--- src/cmp_pkg.sv ---
// package: comparator control constants, offsets, fields
package cmp_pkg;
    // ****************************************************
    // register byte offsets
    // ****************************************************
    localparam logic [7:0] OFS_CTRL_STATUS  = 8'h00;
    localparam logic [7:0] OFS_SPECIAL_IO   = 8'h04;
    localparam logic [7:0] OFS_IRQ_STATUS   = 8'h08;
    localparam logic [7:0] OFS_IRQ_MASK     = 8'h0c;
    localparam logic [7:0] OFS_MUX_CTRL     = 8'h10;
    // ****************************************************
    // comparator control status fields
    // ****************************************************
    localparam int BIT_POWER_OFF     = 7;
    localparam int BIT_BANDGAP_SEL   = 6;
    localparam int BIT_OUTPUT_FLAG   = 5;
    localparam int BIT_EVENT_FLAG    = 4;
    localparam int BIT_IRQ_ENABLE    = 3;
    localparam int BIT_CAPTURE_ROUTE = 2;
    localparam int BIT_MODE_HIGH     = 1;
    localparam int BIT_MODE_LOW      = 0;
    // ****************************************************
    // special function io and mux control fields
    // ****************************************************
    localparam int BIT_NEG_MUX_EN    = 3;
    localparam int BIT_CONV_ENABLE   = 3;
    localparam int CHAN_LSB          = 0;
    localparam int CHAN_WIDTH        = 3;
    // ****************************************************
    // interrupt status bits
    // ****************************************************
    localparam int IRQ_BIT_EVENT     = 0;
    localparam int IRQ_BIT_RISE      = 1;
    localparam int IRQ_BIT_FALL      = 2;
    localparam int IRQ_WIDTH         = 3;
    // ****************************************************
    // reset values
    // ****************************************************
    localparam logic [7:0] RST_CTRL  = 8'h00;
    localparam logic [7:0] RST_SPIO  = 8'h00;
    localparam logic [2:0] RST_MASK  = 3'h0;
    localparam logic [3:0] RST_MUX   = 4'h0;
    // ****************************************************
    // event modes
    // ****************************************************
    typedef enum logic [1:0] {
        MODE_TOGGLE   = 2'b00,
        MODE_RESERVED = 2'b01,
        MODE_FALLING  = 2'b10,
        MODE_RISING   = 2'b11
    } event_mode_e;
endpackage

--- src/cmp_edge_if.sv ---
// interface: synchronized comparator sample and edge pulses
`timescale 1ns/1ps
interface cmp_edge_if;
    logic level;
    logic rise;
    logic fall;
    modport src (output level, output rise, output fall);
    modport dst (input  level, input  rise, input  fall);
endinterface

--- src/cmp_sync.sv ---
// module: two-stage synchronizer and edge detector for comparator result
`timescale 1ns/1ps
module cmp_sync (
    input  wire logic clk_i,
    input  wire logic reset_i,
    input  wire logic raw_i,
    cmp_edge_if.src   edge_if
);
    logic meta_ff;
    logic sync_ff;
    logic prev_ff;

    // two flops before any use
    always_ff @(posedge clk_i) begin
        if (reset_i) begin
            meta_ff <= 1'b0;
            sync_ff <= 1'b0;
        end else begin
            meta_ff <= raw_i;
            sync_ff <= meta_ff;
        end
    end

    // previous sample
    always_ff @(posedge clk_i) begin
        if (reset_i) begin
            prev_ff <= 1'b0;
        end else begin
            prev_ff <= sync_ff;
        end
    end

    assign edge_if.level = sync_ff;
    assign edge_if.rise  = sync_ff & ~prev_ff;
    assign edge_if.fall  = ~sync_ff & prev_ff;
endmodule // cmp_sync

--- src/comparator_control_logic.sv ---
// module: comparator control, event flag, apb registers, capture route
//
// Our own choices: the placing of the registers and the APB slave port.
`timescale 1ns/1ps
module comparator_control_logic (
    input  wire logic        clk_i,
    input  wire logic        reset_i,
    input  wire logic        psel_i,
    input  wire logic        penable_i,
    input  wire logic        pwrite_i,
    input  wire logic [7:0]  paddr_i,
    input  wire logic [31:0] pwdata_i,
    output logic      [31:0] prdata_o,
    output logic             pready_o,
    output logic             pslverr_o,
    input  wire logic        cmp_raw_i,
    input  wire logic        global_irq_enable_i,
    input  wire logic        vector_ack_i,
    output logic             cmp_power_off_o,
    output logic             bandgap_select_o,
    output logic             neg_from_mux_o,
    output logic [2:0]       channel_select_o,
    output logic             capture_input_o,
    output logic             cmp_irq_req_o,
    output logic             irq_o
);
    // ****************************************************
    // declarations
    // ****************************************************
    cmp_edge_if sync_if ();

    logic       power_off_ff;
    logic       bandgap_ff;
    logic       event_flag_ff;
    logic       irq_en_ff;
    logic       capture_en_ff;
    logic [1:0] mode_ff;
    logic       neg_mux_en_ff;
    logic       conv_en_ff;
    logic [2:0] chan_ff;
    logic [2:0] irq_status_ff;
    logic [2:0] irq_mask_ff;
    logic       nxt_event;
    logic       wr_en;
    logic       rd_en;
    logic [7:0] ctrl_rd;
    logic [2:0] irq_set;
    logic       wr_ctrl;
    logic       wr_spio;
    logic       wr_stat;
    logic       wr_mask;
    logic       wr_mux;

    // ****************************************************
    // decode helpers
    // ****************************************************
    function automatic logic mode_match(input logic [1:0] m, input logic r, input logic f);
        unique case (cmp_pkg::event_mode_e'(m))
            cmp_pkg::MODE_TOGGLE:   mode_match = r | f;
            cmp_pkg::MODE_RESERVED: mode_match = 1'b0;
            cmp_pkg::MODE_FALLING:  mode_match = f;
            cmp_pkg::MODE_RISING:   mode_match = r;
        endcase
    endfunction

    function automatic logic addr_is(input logic [7:0] a, input logic [7:0] ofs);
        addr_is = (a == ofs);
    endfunction

    function automatic logic addr_ok(input logic [7:0] a);
        addr_ok = addr_is(a, cmp_pkg::OFS_CTRL_STATUS) | addr_is(a, cmp_pkg::OFS_SPECIAL_IO) |
                  addr_is(a, cmp_pkg::OFS_IRQ_STATUS)  | addr_is(a, cmp_pkg::OFS_IRQ_MASK)   |
                  addr_is(a, cmp_pkg::OFS_MUX_CTRL);
    endfunction

    // ****************************************************
    // synchronizer and edge detect
    // ****************************************************
    cmp_sync u_sync (
        .clk_i   (clk_i),
        .reset_i (reset_i),
        .raw_i   (cmp_raw_i),
        .edge_if (sync_if.src)
    );

    // ****************************************************
    // apb access strobes
    // ****************************************************
    assign wr_en = psel_i & penable_i & pwrite_i & pready_o;
    assign rd_en = psel_i & ~penable_i & ~pwrite_i;

    // write strobes, access edge only
    assign wr_ctrl = wr_en & addr_is(paddr_i, cmp_pkg::OFS_CTRL_STATUS);
    assign wr_spio = wr_en & addr_is(paddr_i, cmp_pkg::OFS_SPECIAL_IO);
    assign wr_stat = wr_en & addr_is(paddr_i, cmp_pkg::OFS_IRQ_STATUS);
    assign wr_mask = wr_en & addr_is(paddr_i, cmp_pkg::OFS_IRQ_MASK);
    assign wr_mux  = wr_en & addr_is(paddr_i, cmp_pkg::OFS_MUX_CTRL);

    // no wait state: ready in first access cycle
    always_ff @(posedge clk_i) begin
        if (reset_i) begin
            pready_o <= 1'b0;
        end else begin
            pready_o <= psel_i & ~penable_i;
        end
    end

    // error only with ready, on unmapped address
    always_ff @(posedge clk_i) begin
        if (reset_i) begin
            pslverr_o <= 1'b0;
        end else begin
            pslverr_o <= psel_i & ~penable_i & ~addr_ok(paddr_i);
        end
    end

    // ****************************************************
    // control bits
    // ****************************************************
    // comparator power switch
    always_ff @(posedge clk_i) begin
        if (reset_i) begin
            power_off_ff <= cmp_pkg::RST_CTRL[cmp_pkg::BIT_POWER_OFF];
        end else if (wr_ctrl) begin
            power_off_ff <= pwdata_i[cmp_pkg::BIT_POWER_OFF];
        end
    end

    // positive input source
    always_ff @(posedge clk_i) begin
        if (reset_i) begin
            bandgap_ff <= cmp_pkg::RST_CTRL[cmp_pkg::BIT_BANDGAP_SEL];
        end else if (wr_ctrl) begin
            bandgap_ff <= pwdata_i[cmp_pkg::BIT_BANDGAP_SEL];
        end
    end

    always_ff @(posedge clk_i) begin
        if (reset_i) begin
            irq_en_ff <= cmp_pkg::RST_CTRL[cmp_pkg::BIT_IRQ_ENABLE];
        end else if (wr_ctrl) begin
            irq_en_ff <= pwdata_i[cmp_pkg::BIT_IRQ_ENABLE];
        end
    end

    always_ff @(posedge clk_i) begin
        if (reset_i) begin
            capture_en_ff <= cmp_pkg::RST_CTRL[cmp_pkg::BIT_CAPTURE_ROUTE];
        end else if (wr_ctrl) begin
            capture_en_ff <= pwdata_i[cmp_pkg::BIT_CAPTURE_ROUTE];
        end
    end

    // event mode, reserved code gives no events
    always_ff @(posedge clk_i) begin
        if (reset_i) begin
            mode_ff <= cmp_pkg::RST_CTRL[cmp_pkg::BIT_MODE_HIGH:cmp_pkg::BIT_MODE_LOW];
        end else if (wr_ctrl) begin
            mode_ff <= pwdata_i[cmp_pkg::BIT_MODE_HIGH:cmp_pkg::BIT_MODE_LOW];
        end
    end

    always_ff @(posedge clk_i) begin
        if (reset_i) begin
            neg_mux_en_ff <= cmp_pkg::RST_SPIO[cmp_pkg::BIT_NEG_MUX_EN];
        end else if (wr_spio) begin
            neg_mux_en_ff <= pwdata_i[cmp_pkg::BIT_NEG_MUX_EN];
        end
    end

    always_ff @(posedge clk_i) begin
        if (reset_i) begin
            chan_ff    <= cmp_pkg::RST_MUX[2:0];
            conv_en_ff <= cmp_pkg::RST_MUX[cmp_pkg::BIT_CONV_ENABLE];
        end else if (wr_mux) begin
            chan_ff    <= pwdata_i[cmp_pkg::CHAN_LSB +: cmp_pkg::CHAN_WIDTH];
            conv_en_ff <= pwdata_i[cmp_pkg::BIT_CONV_ENABLE];
        end
    end

    // ****************************************************
    // event flag
    // ****************************************************
    always_comb begin
        nxt_event = event_flag_ff;
        if (vector_ack_i) begin
            nxt_event = 1'b0;
        end
        if (wr_ctrl && pwdata_i[cmp_pkg::BIT_EVENT_FLAG]) begin
            nxt_event = 1'b0;
        end
        if (mode_match(mode_ff, sync_if.rise, sync_if.fall)) begin
            nxt_event = 1'b1;
        end
    end

    always_ff @(posedge clk_i) begin
        if (reset_i) begin
            event_flag_ff <= cmp_pkg::RST_CTRL[cmp_pkg::BIT_EVENT_FLAG];
        end else begin
            event_flag_ff <= nxt_event;
        end
    end

    // ****************************************************
    // sticky interrupt status and mask
    // ****************************************************
    assign irq_set[cmp_pkg::IRQ_BIT_EVENT] = mode_match(mode_ff, sync_if.rise, sync_if.fall);
    assign irq_set[cmp_pkg::IRQ_BIT_RISE]  = sync_if.rise;
    assign irq_set[cmp_pkg::IRQ_BIT_FALL]  = sync_if.fall;

    genvar gi;
    generate
        for (gi = 0; gi < cmp_pkg::IRQ_WIDTH; gi++) begin : g_irq
            always_ff @(posedge clk_i) begin
                if (reset_i) begin
                    irq_status_ff[gi] <= 1'b0;
                end else if (irq_set[gi]) begin
                    irq_status_ff[gi] <= 1'b1;
                end else if (wr_stat && pwdata_i[gi]) begin
                    irq_status_ff[gi] <= 1'b0;
                end
            end
        end
    endgenerate

    always_ff @(posedge clk_i) begin
        if (reset_i) begin
            irq_mask_ff <= cmp_pkg::RST_MASK;
        end else if (wr_mask) begin
            irq_mask_ff <= pwdata_i[cmp_pkg::IRQ_WIDTH-1:0];
        end
    end

    // ****************************************************
    // analog steering and outputs
    // ****************************************************
    always_ff @(posedge clk_i) begin
        if (reset_i) begin
            cmp_power_off_o <= 1'b0;
        end else begin
            cmp_power_off_o <= power_off_ff;
        end
    end

    always_ff @(posedge clk_i) begin
        if (reset_i) begin
            bandgap_select_o <= 1'b0;
        end else begin
            bandgap_select_o <= bandgap_ff;
        end
    end

    // channel mux only while converter off
    always_ff @(posedge clk_i) begin
        if (reset_i) begin
            neg_from_mux_o <= 1'b0;
        end else begin
            neg_from_mux_o <= neg_mux_en_ff & ~conv_en_ff;
        end
    end

    // channel forced to zero while pin used
    always_ff @(posedge clk_i) begin
        if (reset_i) begin
            channel_select_o <= 3'h0;
        end else begin
            channel_select_o <= (neg_mux_en_ff & ~conv_en_ff) ? chan_ff : 3'h0;
        end
    end

    // synchronized result, gated by route enable
    always_ff @(posedge clk_i) begin
        if (reset_i) begin
            capture_input_o <= 1'b0;
        end else begin
            capture_input_o <= capture_en_ff & sync_if.level;
        end
    end

    // follows next flag value
    always_ff @(posedge clk_i) begin
        if (reset_i) begin
            cmp_irq_req_o <= 1'b0;
        end else begin
            cmp_irq_req_o <= nxt_event & irq_en_ff & global_irq_enable_i;
        end
    end

    always_ff @(posedge clk_i) begin
        if (reset_i) begin
            irq_o <= 1'b0;
        end else begin
            irq_o <= |(irq_status_ff & irq_mask_ff);
        end
    end

    // ****************************************************
    // read data
    // ****************************************************
    always_comb begin
        ctrl_rd = 8'h00;
        ctrl_rd[cmp_pkg::BIT_POWER_OFF]     = power_off_ff;
        ctrl_rd[cmp_pkg::BIT_BANDGAP_SEL]   = bandgap_ff;
        ctrl_rd[cmp_pkg::BIT_OUTPUT_FLAG]   = sync_if.level;
        ctrl_rd[cmp_pkg::BIT_EVENT_FLAG]    = event_flag_ff;
        ctrl_rd[cmp_pkg::BIT_IRQ_ENABLE]    = irq_en_ff;
        ctrl_rd[cmp_pkg::BIT_CAPTURE_ROUTE] = capture_en_ff;
        ctrl_rd[cmp_pkg::BIT_MODE_HIGH:cmp_pkg::BIT_MODE_LOW] = mode_ff;
    end

    always_ff @(posedge clk_i) begin
        if (reset_i) begin
            prdata_o <= 32'h0000_0000;
        end else if (rd_en) begin
            unique case (1'b1)
                addr_is(paddr_i, cmp_pkg::OFS_CTRL_STATUS): prdata_o <= {24'h000000, ctrl_rd};
                addr_is(paddr_i, cmp_pkg::OFS_SPECIAL_IO):  prdata_o <= {28'h0000000, neg_mux_en_ff, 3'h0};
                addr_is(paddr_i, cmp_pkg::OFS_IRQ_STATUS):  prdata_o <= {29'h00000000, irq_status_ff};
                addr_is(paddr_i, cmp_pkg::OFS_IRQ_MASK):    prdata_o <= {29'h00000000, irq_mask_ff};
                addr_is(paddr_i, cmp_pkg::OFS_MUX_CTRL):    prdata_o <= {28'h0000000, conv_en_ff, chan_ff};
                default:                                    prdata_o <= 32'h0000_0000;
            endcase
        end
    end
endmodule // comparator_control_logic

--- config.mk ---
export PLATFORM = sky130hd
export DESIGN_NAME = comparator_control_logic
export DESIGN_NICKNAME = d
export VERILOG_FILES = /design/src/cmp_pkg.sv /design/src/cmp_edge_if.sv /design/src/cmp_sync.sv /design/src/comparator_control_logic.sv
export SDC_FILE = /design/constraint.sdc
export NUM_CORES = 1
export LEC_CHECK = 0
export BUFFER_PORTS_ARGS = -buffer_cell sky130_fd_sc_hd__buf_2
export CORE_MARGIN = 2
export CORE_UTILIZATION = 45
export CTS_BUF_LIST = sky130_fd_sc_hd__clkbuf_8
export DETAILED_ROUTE_END_ITERATION = 16
export PLACE_DENSITY = 0.84
export SYNTH_ARGS = -nofsm -noshare
export SYNTH_HDL_FRONTEND = slang
export SYNTH_HIERARCHICAL = 1
export SYNTH_SLANG_ARGS = --single-unit
--- constraint.sdc ---
create_clock -name clk_i -period 3.67 [get_ports clk_i]
set_input_delay 0.1835 -clock clk_i [delete_from_list [all_inputs] [get_ports clk_i]]
set_output_delay 0.1835 -clock clk_i [all_outputs]
set_load 0.05 [all_outputs]
==> impl_metrics.csv, run 1 <==
group,metric,value,unit
route,drc,0,
layout,area_growth,12.6,%
critical_path,cp_top_family,"simple AND/OR/NAND/NOR gates",
sta,fin_worst_skew,11.0,ps
global_route,track_usage,16.4,%
min_path,hp-class,"in -> reg",
placement,dpl_cell_area,1930,um2
placement,gp_congestion,0.799,
clock_tree,cts_num_sinks,40,
clock_tree,clk_pin_slew,80,ps
power,powerDensity,416,nW/um2
critical_path,critPathCaptureType,"flop",
sta,tightest_slew,588,ps
route,maxUsedRoutingLayer,"met4",
global_route,grt_antenna_before_repair,0,
sta,setup_viol,0,
synth,synthCells,182,
synth,synth_edf_count,0,
layout,fin_area,2020,um2
route,finalWirelength,3320,um
outcome,outcome,"completed",
clock_tree,hold_buffers,0,
power,ir_drop,207,uV
synth,syn_area_per_cell,9.87,um2
critical_path,slowest_delay,610,ps
floorplan,ios,91,
sta,slew_headroom,60.6,%
layout,drive_gt1_share,25.2,%
run,drv_cap,0,
synth,ys.flop_type,"dfxtp_1",
synth,synth_seq_cells,40,
global_route,grt_pass1_vias,1198,
floorplan,dieArea,4510,um2
critical_path,crit_cells,4,
route,viasPerCell,5.04,
layout,diodes,0,
floorplan,core_area,3740,um2
route,ant_nets,0,
synth,syn_area,1800,um2
route,met2_length,1570,um
route,wl_met1,1450,um
route,dr.pass1.iters,4,
layout,fin_nets,269,
synth,ys.warnings.count,6,
placement,place_hpwl,2470,um
critical_path,critPathKind,"reg -> reg",
critical_path,path_buf_inv,0,
placement,io_buffers,41,
clock_tree,cts_resized,0,
floorplan,die_x,67.2,um
critical_path,worstPathMaxFanout,7,
clock_tree,post-cts-setup-buffers,0,
clock_tree,htreeDepth,2,
layout,final_util,54.0,%
critical_path,slowest_stage,"nor4b_4",
global_route,grt_first_pass_wirelength,5370,um
floorplan,dieHeight,67.2,um
critical_path,crit_path_cell_trace,"nand4_2 -> nor4b_4 -> mux2i_1 -> nor2_1",
power,p_leak,0.853,nW
route,vias,1361,
synth,netlist-cell-type-count,39,
sta,period_share,46.8,%
route,wl_met3,271,um
route,drt_first_iter_violations,88,
clock_tree,clkLatencyLatePin,290,ps
min_path,holdPathStages,2,
clock_tree,cts_tree,"built",
clock_tree,cts_buffer_depth,2,
synth,ys_seq_area_share,44.6,%
critical_path,ff2ff_path_depth,4,
clock_tree,root_buffer,"clkbuf_8",
clock_tree,cts_buffers,5,
sta,rsz0062_at_grt,"false",
global_route,grt_max_degree,31,
route,routedWlPerCell,12.3,um
sta,tns,0,ps
critical_path,worstSetupStartpointType,"flop",
synth,async_reset_ff_share,0,%
critical_path,required,3830,ps
sta,hold_viol,0,
floorplan,num_rows,22,
global_route,grt-ovfl-total,0,
critical_path,arrival,1880,ps
floorplan,start_util,48.0,%
sta,report.final.slew_viol_count,0,
sta,max_freq,0.583,GHz
sta,min_period,1720,ps
[cells by family after synthesis]
kind of cell / Yosys count / share of synthesized area, %
and+or+nand+nor: 59 / 21.2
muxes: 18 / 10.0
buffers and inverters: 36 / 13.0
other: 1 / 0.209
DFF: 40 / 44.6
AOI/OAI and AO/OA: 28 / 11.0
[worst paths after layout]
kind | slack (ps) | startpoint | endpoint
worst max-delay path | 1950 | pready_o | irq_en_ff
worst min-delay path | 110 | cmp_raw_i | u_sync/meta_ff
worst max register to register | 1950 | pready_o | irq_en_ff
worst min register to register | 440 | u_sync/meta_ff | u_sync/edge_if.level
[registers in the layout, summed over array words and instances (netlist names), 2 cells and up]
| name | flops |
|---|---|
| prdata_o | 8 |
| channel_select_o | 3 |
| mode_ff | 2 |
| irq_mask_ff | 3 |
| chan_ff | 3 |
| irq_status_ff | 3 |
[placed cells by master (no fill, tap or decap), types with 2 or more instances in the layout]
cell / count
nor3b_1: 3
dfxtp_1: 40
buf_2: 41
a22oi_1: 3
a21oi_1: 6
nor2b_1: 8
and2_1: 3
a22o_1: 4
inv_1: 4
o21ai_1: 3
nand3b_1: 2
conb_1: 24
or3b_2: 2
clkbuf_8: 6
nor2_1: 24
nor4_4: 2
a311oi_1: 2
mux2i_1: 18
a31oi_1: 2
nor4b_1: 2
clkinv_2: 2
nor3_1: 2
nand2_1: 3
[where the power goes]
| group | internal [mW] | leakage (nW) | switching (mW) |
|---|---|---|---|
| clock | 0.150 | 0.0510 | 0.146 |
| sequential | 0.438 | 0.323 | 0.00298 |
| combinational | 0.0184 | 0.478 | 0.0848 |
| total | 0.607 | 0.853 | 0.234 |
[per-stage QoR]
| stage | hold WS, ps | cells | setup WS [ps] | power (mW) |
|---|---|---|---|---|
| floorplan | 255 | 205 | 1820 | 0.554 |
| global placement | 396 | 262 | 1740 | 0.553 |
| detailed placement | 408 | 262 | 1720 | 0.554 |
| CTS | 98.6 | 270 | 1950 | 0.853 |
| global route | 97.7 | 270 | 1830 | 0.883 |
| finish | 110 | 270 | 1950 | 0.840 |
[cell usage after synthesis (all sizes together), types with 4 or more instances]
cell	number	area share (%)
dfxtp	40	45
buf	25	11
nor2	24	5.0
mux2i	18	10
nor2b	8	2.8
clkbuf	7	1.5
a21oi	6	1.7
a22o	4	2.0
inv	4	0.84
o21ai	4	1.1
[area by class of cell]
cell class | instances | area [um2]
Fill cell | 361 | 1720
Multi-Input combinational cell | 129 | 848
Sequential cell | 40 | 801
Timing Repair Buffer | 41 | 205
Clock buffer | 6 | 82.6
Tap cell | 48 | 60.1
Inverter | 4 | 15.0
Clock inverter | 2 | 10.0
[per-layer routing]
metal  GRT usage [%]  vias up
li1                -      671
met1            19.5      632
met2            26.4       56
met3            5.50        2
met4            8.42        0
met5               0        -
Power figures use the tool's default switching activity.
==> inputs of run 2 (changes only) <==
Settings changed: CORE_UTILIZATION 45 to 42, PLACE_DENSITY 0.84 to 0.83.
Clock period 3.67 ns to 1.49 ns, I/O delays scaled along.
==> run 2 against run 1 <==
Effect of this change:
- design area rose by 8.2%
- utilization fell by 0.11 points
- critical path depth rose by 3
- clock skew fell by 7.0 ps
- total power rose to 2.5 times the previous value
- sequential share of layout area fell by 2.8 points
- critical endpoint is now chan_ff[0]
==> impl_metrics.csv, run 2 (synthesis results as in run 1) <==
group,metric,value,unit
outcome,outcome,"completed",
critical_path,ff2ff_path_depth,5,
layout,area_growth,21.8,%
route,viasPerCell,4.81,
clock_tree,root_buffer,"clkbuf_8",
layout,diodes,0,
route,vias,1401,
global_route,grt_antenna_before_repair,0,
global_route,grt_pass1_vias,1293,
critical_path,required,1670,ps
route,routedWlPerCell,12.5,um
power,ir_drop,532,uV
floorplan,core_area,4060,um2
clock_tree,clkLatencyLatePin,290,ps
power,p_leak,0.949,nW
floorplan,ios,91,
critical_path,arrival,1580,ps
layout,fin_nets,288,
sta,period_share,94.1,%
power,powerDensity,968,nW/um2
route,dr.pass1.iters,4,
min_path,hp-start,"pwdata_i[6]",
sta,tns,0,ps
clock_tree,cts_num_sinks,40,
global_route,track_usage,15.6,%
clock_tree,cts_buffers,5,
layout,largest_register_ffs,8,
critical_path,critPathKind,"in -> reg",
clock_tree,htreeDepth,2,
critical_path,critPathCaptureType,"flop",
route,drt_first_iter_violations,62,
route,drc,0,
sta,fin_worst_skew,3.98,ps
sta,setup_viol,0,
floorplan,num_rows,23,
floorplan,start_util,44.2,%
layout,final_common_cell,"buf_2",
sta,hold_viol,0,
clock_tree,post-cts-setup-buffers,0,
placement,io_buffers,41,
critical_path,regToRegSetupSlack,100,ps
placement,dp_worst_setup_slack,-176,ps
critical_path,cp-startpoint,"paddr_i[0]",
layout,final_cell_mix,"buf_2, dfxtp_1, nor2_1, conb_1",
global_route,grt_max_degree,30,
placement,gp_congestion,0.793,
min_path,hp-class,"in -> reg",
layout,fillCellCount,375,
route,finalWirelength,3640,um
clock_tree,cts_buffer_depth,2,
floorplan,dieHeight,69.4,um
floorplan,dieArea,4810,um2
run,drv_cap,0,
sta,rsz0062_at_grt,"false",
layout,final_util,53.9,%
critical_path,r2r-start,"pready_o",
sta,worst_slack,87.8,ps
critical_path,worstPathMaxFanout,8,
critical_path,worstSetupStartpointType,"input pin",
floorplan,die_x,69.4,um
clock_tree,clk_pin_slew,70,ps
clock_tree,cts_tree,"built",
sta,min_period,1400,ps
min_path,holdPathStages,3,
global_route,grt_first_pass_wirelength,5970,um
layout,largest-register,"prdata_o",
placement,place_hpwl,2810,um
sta,max_freq,0.713,GHz
layout,drive_gt1_share,31.1,%
route,ant_nets,0,
global_route,grt-ovfl-total,0,
sta,report.final.slew_viol_count,0,
## run 2: cell types whose count changed in the layout (fill, tap and decap cells not counted)
cell / change
buf_4: +18
clkinv_2: -2
dfxtp_1: -1
dfxtp_4: +1
dlygate4sd3_1: +1
inv_1: +1
inv_4: +1
nand4_2: -1
nand4_4: +1
nor2b_1: -1
nor2b_2: +1
or3b_2: -1
or3b_4: +1
## run 2: report_power, final
part | switching (mW) | total [mW] | internal, mW
Sequential | 0.00790 | 1.09 | 1.08
Combinational | 0.218 | 0.285 | 0.0673
Clock | 0.376 | 0.747 | 0.371
Total | 0.602 | 2.12 | 1.52
## run 2: worst paths after layout
check,to
min reg2reg,u_sync/edge_if.level
min,bandgap_ff
max,chan_ff[0]
max reg2reg,irq_en_ff
## run 2: routing by layer
layer	GRT usage, %	part of all wire [%]
met4	5.88	1.6
met2	25.1	48
met5	0	0
met3	4.65	5.6
met1	19.6	45
## run 2: layout make-up
type                    instances  area [um2]  share of cell area, %
clock buffers                   6        82.6                   3.78
clock inverters                 2        10.0                  0.458
inverters                       4        15.0                  0.686
multi-input cells             129         862                   39.4
flip-flops and latches         40         805                   36.8
well taps                      50        62.6                   2.86
repair buffers                 60         350                   16.0
## run 2: repair_timing
item	4_1_cts	5_1_grt
gates resized for setup	0	1
endpoints found under the hold margin	1	0
hold buffers	1	0
setup endpoints to repair	0	7
## run 2: critical path, stage by stage
cell     delay (ps)
buf_2            90
or4_4           610
buf_4           180
nor4_4          160
buf_4           190
mux2i_1         210
nor2_1           60
## run 2: per-stage QoR
step	total power, mW	hold slack (ps)	instances	instance area, um2
detailed placement	1.39	293	282	2080
CTS	2.13	14.8	291	2180
floorplan	1.36	146	205	1900
global placement	1.39	287	282	2080
finish	2.12	17.2	291	2190
global route	2.20	38.2	291	2190
==> inputs of run 3 (changes only) <==
Settings changed: CORE_UTILIZATION 42 to 25, PLACE_DENSITY 0.83 to 0.56.
==> run 3 against run 2 <==
Effect of this change:
- routed wire length grew 11%
- sequential power about the same
- clock power is 41% higher
- setup slack worse by 11 ps
- clock-buffer cell count down 1
- clock skew rose by 10 ps
- largest cell class unchanged
- design area rose by 5.0%
==> impl_metrics.csv, run 3 (synthesis results as in run 1) <==
group,metric,value,unit
critical_path,worstSetupStartpointType,"input pin",
sta,fin_worst_skew,14.1,ps
layout,drive_gt1_share,31.3,%
global_route,grt_pass1_vias,1223,
floorplan,start_util,26.1,%
global_route,grt-ovfl-total,0,
global_route,track_usage,10.3,%
power,powerDensity,1050,nW/um2
power,seqPwrFrac,44.9,%
clock_tree,cts_buffers,5,
clock_tree,cts_num_sinks,40,
sta,hold_viol,0,
sta,min_period,1410,ps
floorplan,dieHeight,88.7,um
critical_path,critPathKind,"in -> reg",
route,vias,1394,
layout,final_cell_mix,"buf_2, dfxtp_1, nor2_1, conb_1, buf_4",
floorplan,ios,91,
layout,area_growth,27.9,%
sta,period_share,94.8,%
placement,place_hpwl,3040,um
route,viasPerCell,4.11,
clock_tree,root_buffer,"clkbuf_8",
route,routedWlPerCell,11.9,um
power,comb_power_share,11.9,%
sta,rsz0062_at_grt,"false",
clock_tree,cts_tree,"built",
clock_tree,htreeDepth,2,
placement,gp_congestion,0.731,
power,p_switching,0.608,mW
route,drc,0,
power,clkPwrFrac,43.2,%
critical_path,arrival,1630,ps
outcome,outcome,"completed",
route,ant_nets,0,
global_route,grt_antenna_before_repair,0,
run,drv_cap,0,
critical_path,required,1710,ps
floorplan,die_x,88.7,um
sta,report.final.slew_viol_count,0,
layout,largest_register_ffs,8,
power,ir_drop,436,uV
power,switching_share,25.1,%
clock_tree,cts_buffer_depth,2,
clock_tree,clkLatencyLatePin,300,ps
critical_path,critPathCaptureType,"flop",
layout,fillCellCount,722,
sta,max_freq,0.708,GHz
layout,fin_area,2300,um2
route,drt_first_iter_violations,49,
placement,io_buffers,41,
power,total_power,2.42,mW
floorplan,dieArea,7880,um2
layout,final_common_cell,"buf_2",
global_route,grt_max_degree,30,
layout,largest-register,"prdata_o",
layout,fin_nets,290,
clock_tree,clk_pin_slew,90,ps
floorplan,num_rows,30,
power,intPower,1.81,mW
sta,setup_viol,0,
route,dr.pass1.iters,5,
power,p_leak,0.975,nW
global_route,grt_first_pass_wirelength,6020,um
critical_path,worstPathMaxFanout,9,
floorplan,core_area,6870,um2
min_path,hp-class,"in -> reg",
placement,dpl_cell_area,2140,um2
layout,diodes,0,
route,finalWirelength,4040,um
## run 3: per-layer routing
| layer | vias up | wire length, um | global-route usage [%] |
|---|---|---|---|
| li1 | 705 | - | - |
| met3 | 5 | 285 | 3.64 |
| met4 | 0 | 61 | 4.13 |
| met2 | 46 | 1820 | 15.3 |
| met1 | 638 | 1880 | 13.5 |
| met5 | - | 0 | 0 |
## run 3: through the flow
step / setup TNS, ps / cells / setup WS [ps] / hold slack, ps / util [%]
floorplan: -611 / 205 / -79.1 / 146 / -
global placement: -2780 / 328 / -260 / 299 / 31.1
detailed placement: -2620 / 328 / -214 / 298 / 31.1
CTS: 0 / 337 / 36.5 / 0.0141 / 33.2
global route: 0 / 339 / 10.1 / 7.82 / 33.4
finish: 0 / 339 / 77.1 / 8.96 / 33.4
## run 3: repair_timing
| item | in CTS | in global routing |
|---|---|---|
| hold endpoints to repair | 1 | 0 |
| pin swaps | 1 | 2 |
| endpoints found under the setup margin | 3 | 3 |
| gates cloned | 0 | 0 |
| hold buffers | 1 | 0 |
| resized for setup | 0 | 0 |
| buffers inserted | 0 | 2 |
## run 3: power by group through the flow
stage	sequential, mW	combinational [mW]	clock [mW]
after floorplan	1.12	0.248	0
after global placement	1.11	0.284	0
after detailed placement	1.11	0.284	0
after CTS	1.09	0.287	1.08
after global routing	1.09	0.306	1.12
final	1.09	0.287	1.05
## run 3: cell type report
type,instances,area (um2),share of cell area [%]
clock inverters,3,63.8,2.78
well taps,96,120,5.23
inverters,4,15.0,0.654
repair buffers,62,365,15.9
flip-flops and latches,40,805,35.0
clock buffers,5,68.8,3.00
multi-input cells,129,860,37.4
## run 3: worst max-delay path, stage by stage
cell and delay [ps]:
buf_2 100, or4_4 630, or3b_1 410, a211o_1 270, o21ai_1 150
## run 3: path summary, 6_finish.rpt
check	from	to	slack, ps	depth (start not counted)
max	paddr_i[0]	prdata_o[1]	80	5
min reg2reg	u_sync/meta_ff	u_sync/edge_if.level	440	1
max reg2reg	pready_o	chan_ff[1]	90	6
min	pwdata_i[6]	bandgap_ff	9	3
